**src/core/prc_defs.vh**
```
// Constants for the transceiver reset controller: register offsets, bits, reset values, times.
// Assumes a 100 MHz clock and 16-bit registers at 32-bit APB word offsets.
`ifndef PRC_DEFS_VH
`define PRC_DEFS_VH

// ****************************************
// Register byte offsets
// ****************************************
`define PRC_OFF_BASIC_MODE_CONTROL 12'h000
`define PRC_OFF_PHY_CONTROL_TWO 12'h004
`define PRC_OFF_TIME_SYNC_CONTROL 12'h008
`define PRC_OFF_CLOCK_OUTPUT_CONFIG 12'h00c
`define PRC_OFF_TIME_CLOCK_SOURCE 12'h010
`define PRC_OFF_TIME_SYNC_DATA 12'h014
`define PRC_OFF_STATUS 12'h018
`define PRC_OFF_STRAP 12'h01c

// ****************************************
// Field positions
// ****************************************
`define PRC_BMC_RESET_BIT 15
`define PRC_PC2_SOFT_RESET_BIT 9
`define PRC_TSC_RESET_BIT 0

// ****************************************
// Reset values
// ****************************************
`define PRC_BMC_RESET_VAL 16'h3100
`define PRC_PC2_RESET_VAL 16'h0000
`define PRC_TSC_RESET_VAL 16'h0000
`define PRC_COC_RESET_VAL 16'h0000
`define PRC_CLKSRC_RESET_VAL 16'h0000
`define PRC_TSD_RESET_VAL 16'h0000

// ****************************************
// Timing
// ****************************************
`define PRC_CLK_MHZ 100
`define PRC_HW_RESET_NS 1000
`define PRC_SW_RESET_NS 1000
`define PRC_SW_WAIT_NS 3000
`define PRC_POR_CYCLES 16
`define PRC_HW_RESET_CYC ((`PRC_HW_RESET_NS * `PRC_CLK_MHZ + 999) / 1000)
`define PRC_SW_RESET_CYC ((`PRC_SW_RESET_NS * `PRC_CLK_MHZ) / 1000)
`define PRC_DP_RESET_CYC 8
`define PRC_TS_RESET_CYC 8

`endif

```
**src/core/prc_reset_control.v**
```verilog
// Reset controller for a single-port transceiver with a time-sync clock, APB registers.
// Assumes one 100 MHz clock, an asynchronous active-low reset pin and strap pins.
//
// Local design decisions: the APB interface to the registers and the register addresses.
`timescale 1ns/10ps
`include "prc_defs.vh"

module prc_reset_control #(
    parameter STRAP_W = 8,
    parameter POR_CYC = `PRC_POR_CYCLES,
    parameter HW_CYC = `PRC_HW_RESET_CYC,
    parameter SW_CYC = `PRC_SW_RESET_CYC,
    parameter DP_CYC = `PRC_DP_RESET_CYC,
    parameter TS_CYC = `PRC_TS_RESET_CYC
) (
    input wire clk,
    input wire reset,
    input wire reset_pin_n,
    input wire [STRAP_W-1:0] strap_in,
    input wire psel,
    input wire penable,
    input wire pwrite,
    input wire [11:0] paddr,
    input wire [31:0] pwdata,
    input wire [3:0] pstrb,
    output reg [31:0] prdata,
    output wire pready,
    output reg pslverr,
    output reg chip_reset,
    output reg datapath_reset,
    output reg time_sync_logic_reset,
    output reg mgmt_busy,
    output reg [STRAP_W-1:0] strap_latched
);

    // ****************************************
    // Pin synchronisers
    // ****************************************
    reg [2:0] pin_sync;
    reg pin_low;
    always @(posedge clk) begin
        if (reset) begin
            pin_sync <= 3'h7;
            pin_low <= 1'b0;
        end else begin
            pin_sync <= {pin_sync[1:0], reset_pin_n};
            if (pin_sync[1] == pin_sync[2]) begin
                pin_low <= ~pin_sync[2];
            end
        end
    end

    // Straps pass the same three stages; only settled values are latched
    reg [STRAP_W-1:0] strap_s1;
    reg [STRAP_W-1:0] strap_s2;
    reg [STRAP_W-1:0] strap_s3;
    always @(posedge clk) begin
        if (reset) begin
            strap_s1 <= {STRAP_W{1'b0}};
            strap_s2 <= {STRAP_W{1'b0}};
            strap_s3 <= {STRAP_W{1'b0}};
        end else begin
            strap_s1 <= strap_in;
            strap_s2 <= strap_s1;
            strap_s3 <= strap_s2;
        end
    end

    // ****************************************
    // Strap settle filter
    // ****************************************
    // A strap bit moves only once its last two stages agree, as the pin does
    reg [STRAP_W-1:0] strap_settled;
    integer si;
    always @(posedge clk) begin
        if (reset) begin
            strap_settled <= {STRAP_W{1'b0}};
        end else begin
            for (si = 0; si < STRAP_W; si = si + 1) begin
                if (strap_s2[si] == strap_s3[si]) begin
                    strap_settled[si] <= strap_s3[si];
                end
            end
        end
    end

    // ****************************************
    // Power-on and hardware reset
    // ****************************************
    // Filter far longer than the 3-stage sync so short glitches never reset the chip
    reg [15:0] por_cnt;
    reg [15:0] low_cnt;
    reg hw_active;
    wire hw_hit = pin_low && (low_cnt >= HW_CYC[15:0] - 16'h0001);
    always @(posedge clk) begin
        if (reset) begin
            por_cnt <= 16'h0000;
            low_cnt <= 16'h0000;
            hw_active <= 1'b1;
        end else begin
            if (pin_low) begin
                if (low_cnt != 16'hffff) begin
                    low_cnt <= low_cnt + 16'h0001;
                end
            end else begin
                low_cnt <= 16'h0000;
            end
            if (hw_hit) begin
                hw_active <= 1'b1;
                por_cnt <= 16'h0000;
            end else if (hw_active) begin
                if (!pin_low && por_cnt >= POR_CYC[15:0]) begin
                    hw_active <= 1'b0;
                end else begin
                    por_cnt <= por_cnt + 16'h0001;
                end
            end
        end
    end

    // Straps are loaded on every cycle of a power-on or pin reset and held once it ends
    always @(posedge clk) begin
        if (reset) begin
            strap_latched <= {STRAP_W{1'b0}};
        end else if (hw_active) begin
            strap_latched <= strap_settled;
        end
    end

    // ****************************************
    // Software, datapath and time-sync reset timers
    // ****************************************
    reg sw_active;
    reg [15:0] sw_cnt;
    reg [15:0] busy_cnt;
    reg dp_active;
    reg [7:0] dp_cnt;
    reg ts_active;
    reg [7:0] ts_cnt;
    // Management wait runs three software reset lengths from the write
    localparam BUSY_CYC = 3 * SW_CYC;
    wire wr_en;
    wire sw_start = wr_en && paddr == `PRC_OFF_BASIC_MODE_CONTROL && pstrb[1] &&
        pwdata[`PRC_BMC_RESET_BIT];
    wire dp_start = wr_en && paddr == `PRC_OFF_PHY_CONTROL_TWO && pstrb[1] &&
        pwdata[`PRC_PC2_SOFT_RESET_BIT];
    wire ts_start = wr_en && paddr == `PRC_OFF_TIME_SYNC_CONTROL && pstrb[0] &&
        pwdata[`PRC_TSC_RESET_BIT];
    wire sw_done = sw_active && sw_cnt >= SW_CYC[15:0] - 16'h0001;
    wire dp_done = dp_active && dp_cnt >= DP_CYC[7:0] - 8'h01;
    wire ts_done = ts_active && ts_cnt >= TS_CYC[7:0] - 8'h01;
    // Register defaults return on pin/power-on reset and on full software reset
    wire reg_clear = hw_active || sw_done;

    always @(posedge clk) begin
        if (reset || hw_active) begin
            sw_active <= 1'b0;
            sw_cnt <= 16'h0000;
            busy_cnt <= 16'h0000;
        end else begin
            if (sw_start && !sw_active) begin
                sw_active <= 1'b1;
                sw_cnt <= 16'h0000;
                busy_cnt <= BUSY_CYC[15:0];
            end else if (sw_done) begin
                sw_active <= 1'b0;
            end else if (sw_active) begin
                sw_cnt <= sw_cnt + 16'h0001;
            end
            if (busy_cnt != 16'h0000 && !(sw_start && !sw_active)) begin
                busy_cnt <= busy_cnt - 16'h0001;
            end
        end
    end

    always @(posedge clk) begin
        if (reset || reg_clear) begin
            dp_active <= 1'b0;
            dp_cnt <= 8'h00;
            ts_active <= 1'b0;
            ts_cnt <= 8'h00;
        end else begin
            if (dp_start) begin
                dp_active <= 1'b1;
                dp_cnt <= 8'h00;
            end else if (dp_done) begin
                dp_active <= 1'b0;
            end else if (dp_active) begin
                dp_cnt <= dp_cnt + 8'h01;
            end
            if (ts_start) begin
                ts_active <= 1'b1;
                ts_cnt <= 8'h00;
            end else if (ts_done) begin
                ts_active <= 1'b0;
            end else if (ts_active) begin
                ts_cnt <= ts_cnt + 8'h01;
            end
        end
    end

    always @(posedge clk) begin
        if (reset) begin
            chip_reset <= 1'b1;
            datapath_reset <= 1'b1;
            time_sync_logic_reset <= 1'b1;
            mgmt_busy <= 1'b1;
        end else begin
            chip_reset <= hw_active || sw_active;
            datapath_reset <= hw_active || sw_active || dp_active;
            time_sync_logic_reset <= hw_active || sw_active || ts_active;
            mgmt_busy <= hw_active || busy_cnt != 16'h0000;
        end
    end

    // ****************************************
    // Register file
    // ****************************************
    reg [15:0] basic_mode_control;
    reg [15:0] phy_control_two;
    reg [15:0] time_sync_control;
    reg [15:0] clock_output_config;
    reg [15:0] time_clock_source;
    reg [15:0] time_sync_data;

    // Zero wait states; access stays open during a datapath reset
    assign pready = 1'b1;
    assign wr_en = psel && penable && pwrite;
    wire rd_en = psel && penable && !pwrite;
    wire hit = paddr == `PRC_OFF_BASIC_MODE_CONTROL || paddr == `PRC_OFF_PHY_CONTROL_TWO ||
        paddr == `PRC_OFF_TIME_SYNC_CONTROL || paddr == `PRC_OFF_CLOCK_OUTPUT_CONFIG ||
        paddr == `PRC_OFF_TIME_CLOCK_SOURCE || paddr == `PRC_OFF_TIME_SYNC_DATA ||
        paddr == `PRC_OFF_STATUS || paddr == `PRC_OFF_STRAP;

    function [15:0] merge;
        input [15:0] old;
        input [31:0] wd;
        input [3:0] st;
        begin
            merge = {st[1] ? wd[15:8] : old[15:8], st[0] ? wd[7:0] : old[7:0]};
        end
    endfunction

    // A write that lands while a chip reset runs is lost when that reset ends

    always @(posedge clk) begin
        if (reset || reg_clear) begin
            basic_mode_control <= `PRC_BMC_RESET_VAL;
            phy_control_two <= `PRC_PC2_RESET_VAL;
            time_sync_control <= `PRC_TSC_RESET_VAL;
            clock_output_config <= `PRC_COC_RESET_VAL;
            time_clock_source <= `PRC_CLKSRC_RESET_VAL;
            time_sync_data <= `PRC_TSD_RESET_VAL;
        end else begin
            if (wr_en && paddr == `PRC_OFF_BASIC_MODE_CONTROL) begin
                basic_mode_control <= merge(basic_mode_control, pwdata, pstrb);
            end
            if (wr_en && paddr == `PRC_OFF_PHY_CONTROL_TWO) begin
                phy_control_two <= merge(phy_control_two, pwdata, pstrb);
            end else if (dp_done) begin
                phy_control_two[`PRC_PC2_SOFT_RESET_BIT] <= 1'b0;
            end
            if (wr_en && paddr == `PRC_OFF_TIME_SYNC_CONTROL) begin
                time_sync_control <= merge(time_sync_control, pwdata, pstrb);
            end else if (ts_done) begin
                time_sync_control <= `PRC_TSC_RESET_VAL;
            end
            if (wr_en && paddr == `PRC_OFF_CLOCK_OUTPUT_CONFIG) begin
                clock_output_config <= merge(clock_output_config, pwdata, pstrb);
            end
            if (wr_en && paddr == `PRC_OFF_TIME_CLOCK_SOURCE) begin
                time_clock_source <= merge(time_clock_source, pwdata, pstrb);
            end
            if (wr_en && paddr == `PRC_OFF_TIME_SYNC_DATA) begin
                time_sync_data <= merge(time_sync_data, pwdata, pstrb);
            end else if (ts_done) begin
                time_sync_data <= `PRC_TSD_RESET_VAL;
            end
        end
    end

    // Read data registered on the access edge would be a cycle late, so it is built
    // in the setup cycle where address is already stable
    reg [15:0] rd_mux;
    always @* begin
        rd_mux = 16'h0000;
        case (paddr)
            `PRC_OFF_BASIC_MODE_CONTROL: rd_mux = basic_mode_control;
            `PRC_OFF_PHY_CONTROL_TWO: rd_mux = phy_control_two;
            `PRC_OFF_TIME_SYNC_CONTROL: rd_mux = time_sync_control;
            `PRC_OFF_CLOCK_OUTPUT_CONFIG: rd_mux = clock_output_config;
            `PRC_OFF_TIME_CLOCK_SOURCE: rd_mux = time_clock_source;
            `PRC_OFF_TIME_SYNC_DATA: rd_mux = time_sync_data;
            `PRC_OFF_STATUS: rd_mux = {12'h000, mgmt_busy, ts_active, dp_active, sw_active};
            `PRC_OFF_STRAP: rd_mux = {{(16-STRAP_W){1'b0}}, strap_latched};
            default: rd_mux = 16'h0000;
        endcase
    end

    always @(posedge clk) begin
        if (reset) begin
            prdata <= 32'h0000_0000;
            pslverr <= 1'b0;
        end else begin
            if (psel && !penable && !pwrite) begin
                prdata <= {16'h0000, rd_mux};
            end else if (rd_en) begin
                prdata <= 32'h0000_0000;
            end
            pslverr <= psel && !penable && !hit;
        end
    end

endmodule // prc_reset_control

```
**config.mk**
```make
export PLATFORM = sky130hd
export DESIGN_NAME = prc_reset_control
export DESIGN_NICKNAME = d
export VERILOG_FILES = /design/src/core/prc_reset_control.v
export VERILOG_INCLUDE_DIRS = /design/src /design/src/core
export SDC_FILE = /design/constraint.sdc
export NUM_CORES = 1
export LEC_CHECK = 0
export ABC_CLOCK_PERIOD_IN_PS = 2200
export BUFFER_PORTS_ARGS = -buffer_cell sky130_fd_sc_hd__buf_4
export CORE_AREA = 2 2 143 145
export CTS_CLUSTER_SIZE = 10
export DETAILED_ROUTE_END_ITERATION = 8
export DIE_AREA = 0 0 145 147
export GPL_TIMING_DRIVEN = 0
export HOLD_SLACK_MARGIN = 0.02
export PLACE_DENSITY = 0.85
export SYNTH_ARGS = -nofsm -noshare
export SYNTH_HDL_FRONTEND = slang
export SYNTH_SLANG_ARGS = --single-unit
```
**constraint.sdc**
```tcl
create_clock -name clk -period 2.2 [get_ports clk]
set_input_delay 0.44 -clock clk [delete_from_list [all_inputs] [get_ports clk]]
set_output_delay 0.44 -clock clk [all_outputs]
set_load 0.005 [all_outputs]
```
==> results.yml <==
clocking:
  cts-buffers-inserted: 28
  clk_pin_slew_ns: 0.05
  ctsHoldBuffers: 0
  worstSkewPairLatency_ns: 0.54
  clk_path_buf_depth: 3
  clock-sinks: 245
  cts_tree: "done"
  h-tree-depth: 1
  cts_root_buf: "clkbuf_16"
timing:
  maxClockFrequency_mhz: 462
  period_share_pct: 98.4
  final.setup.worst_slack_ns: 0.0362
  skew_ns: 0.0121
  setup_viol: 0
  fin_crit_ns: 2.16
  worst_pin_slew_ns: 1.39
  hold_viol: 0
  final_max_slew_viol_count: 0
  rsz0062_at_grt: "false"
  slew_headroom_pct: 6.50
placed_design:
  hpwl_um: 20200
  placed_cell_area_um2: 11200
  pre_cts_slack_ns: -1.22
  portBuffers: 68
  place.gp.congestion: 0.968
finish:
  final_cell_mix: "245 x dfxtp_1, 184 x nand2_1, 102 x a21oi_1, 97 x nor2_1, 92 x buf_4"
  nets: 1348
  antennaDiodeCount: 0
  mostFrequentLayoutCell: "dfxtp_1"
  final_area_um2: 12100
  area_delta_synth_final_pct: 17.9
  nFillCells: 1688
  multi_input_comb_area_um2: 5110
  post-route-util_pct: 61.0
  drive_gt1_share_pct: 15.6
  register_area_um2: 4900
route:
  num_vias: 9218
  first_pass_iters: 7
  routed_via_density: 5.94
  wl_per_cell_um: 18.8
  drt_iter0_markers: 887
  wirelength_um: 29200
  wl_met3_um: 2680
  ant_nets: 0
  top_layer: "met4"
  drc: 0
  wl_met1_um: 11700
  wl_met2_um: 13500
worst_setup_path:
  path_class: "input port to flip-flop"
  crit_path_start_kind: "input port"
  crit_path_max_fanout: 9
  required_ns: 2.58
  ff2ff_path_depth: 6
  cp.arrival_ns: 2.55
  endpoint_kind: "flip-flop"
floorplanning:
  initial_core_util_pct: 51.7
  ios: 108
  die_w_um: 145
  die-area_um2: 21300
  core_area_um2: 19800
  die-height_um: 147
  rows: 52
pwr:
  p_per_area_nw_per_um2: 726
  p_leak_uw: 0.00427
  peakVddDrop_mv: 0.517
  total_power_uw: 8790
grt:
  grt_max_degree: 15
  grt_antenna_before_repair: 0
  grtUsageTotal_pct: 26.1
  grt_pass1_vias: 8655
  grt_pass1_wl_um: 45200
  overflow: 0
synthesis:
  avgSynthCellArea_um2: 8.84
  synth_area_um2: 10300
  synth-seq-cells: 245
  ys_seq_area_share_pct: 47.8
  ys_warn_count: 0
  synthArstFlopShare_pct: 0
  synth.distinct_cells: 66
  syn_inst: 1160
  synth_edf_count: 0
  synth_top_flop_cell: "dfxtp_1"
min_path:
  hp-class: "input port to flip-flop"
  whs_path_depth: 2
job:
  maxCapViolCount: 0
run_status:
  outcome: "finished clean"
state kept, by name (all words and copies together) (netlist names), 3 cells and up:
signal / cells
basic_mode_control: 16
busy_cnt: 16
clock_output_config: 16
dp_cnt: 8
low_cnt: 16
phy_control_two: 16
pin_sync: 3
por_cnt: 16
prdata: 16
strap_latched: 8
strap_s1: 8
strap_s2: 8
strap_s3: 8
strap_settled: 8
sw_cnt: 16
time_clock_source: 16
time_sync_control: 16
time_sync_data: 16
ts_cnt: 8
per-stage QoR:
step,TNS [ns],std cells,hold slack [ns]
finish,0,1551,0.0935
CTS,0,1546,0.0751
detailed placement,-104.87,1513,0.421
global route,0,1551,0.0806
global placement,-99.38,1513,0.416
floorplan,-0.372,1175,0.389
layout make-up:
type	instances	share of cell area, %
well taps	270	2.79
clock inverters	1	0.134
inverters	14	0.434
plain buffers	74	3.37
clock buffers	32	6.00
multi-input cells	843	42.3
repair buffers	72	4.47
flip-flops and latches	245	40.5
cells by family (layout without fill, tap and decap cells):
kind of cell	count (synthesis)	count (layout)	share of synthesized area (%)
compound gates	203	204	12.1
xor+xnor	41	41	3.50
fa+ha+maj	8	8	0.976
buf+inv	88	193	4.11
flops	245	245	47.8
mux	53	53	6.51
other cells	2	17	0.0732
simple gates	520	520	24.9
path summary, 6_finish.rpt:
path / slack, ns / endpoint / from
min: 0.09 / pin_sync[0] / reset_pin_n
max: 0.04 / clock_output_config[1] / paddr[1]
min reg2reg: 0.43 / pin_sync[1] / pin_sync[0]
max reg2reg: 0.08 / clock_output_config[3] / sw_cnt[0]
power by group:
group          total [uW]  internal [uW]  switching, uW
Combinational         339            134            205
Clock                3970           2290           1680
Sequential           4480           4470           13.2
Total                8790           6890           1900
Yosys cell counts, types with 3 or more instances:
| master | instances | area (um2) |
|---|---|---|
| o21ai_0 | 23 | 115 |
| xor2_1 | 24 | 210 |
| a221oi_1 | 6 | 52.6 |
| buf_4 | 21 | 158 |
| nand4b_1 | 5 | 43.8 |
| inv_1 | 14 | 52.6 |
| nand2_1 | 186 | 698 |
| mux4_2 | 8 | 180 |
| and2_1 | 5 | 31.3 |
| mux2i_1 | 33 | 330 |
| nand3_1 | 58 | 290 |
| or3_1 | 11 | 68.8 |
| a41o_1 | 3 | 30.0 |
| mux2_2 | 10 | 113 |
| nand4_1 | 26 | 163 |
| and3_1 | 23 | 144 |
| clkbuf_1 | 40 | 150 |
| a31oi_1 | 11 | 68.8 |
| o31ai_1 | 3 | 22.5 |
| buf_1 | 8 | 30.0 |
| a22o_1 | 7 | 61.3 |
| a211o_1 | 3 | 26.3 |
| a211oi_1 | 3 | 22.5 |
| nor2_1 | 98 | 368 |
| nor3b_1 | 3 | 22.5 |
| nor4_1 | 18 | 113 |
| ha_1 | 8 | 100 |
| nand2b_1 | 6 | 37.5 |
| or4_1 | 4 | 30.0 |
| o2111ai_1 | 4 | 35.0 |
| a22oi_1 | 17 | 128 |
| dfxtp_1 | 245 | 4900 |
| or2_2 | 8 | 50.1 |
| nor2b_1 | 26 | 163 |
| nor3_1 | 24 | 120 |
| o22ai_1 | 3 | 18.8 |
| a32oi_1 | 4 | 35.0 |
| a21oi_1 | 102 | 510 |
| nor4b_1 | 3 | 26.3 |
| xnor2_1 | 17 | 149 |
| and4_1 | 3 | 26.3 |
metal layers:
layer	GRT usage, %	up-vias
li1	-	4302
met3	5.84	109
met4	11.7	0
met5	0	-
met2	43.1	425
met1	32.9	4382
worst max-delay path: stages:
cell and delay, ns:
buf_4 0.14, nor3b_2 0.71, nand2_1 0.35, or3_1 0.44, clkbuf_1 0.24, nand2_1 0.14, a21oi_1 0.07
timing repair:
action	4_1_cts	5_1_grt
pin swaps	1	2
gates cloned	0	1
gates resized for setup	18	25
buffers inserted	0	4
setup endpoints to repair	136	123
No activity file was read; power rests on OpenSTA's default activity.
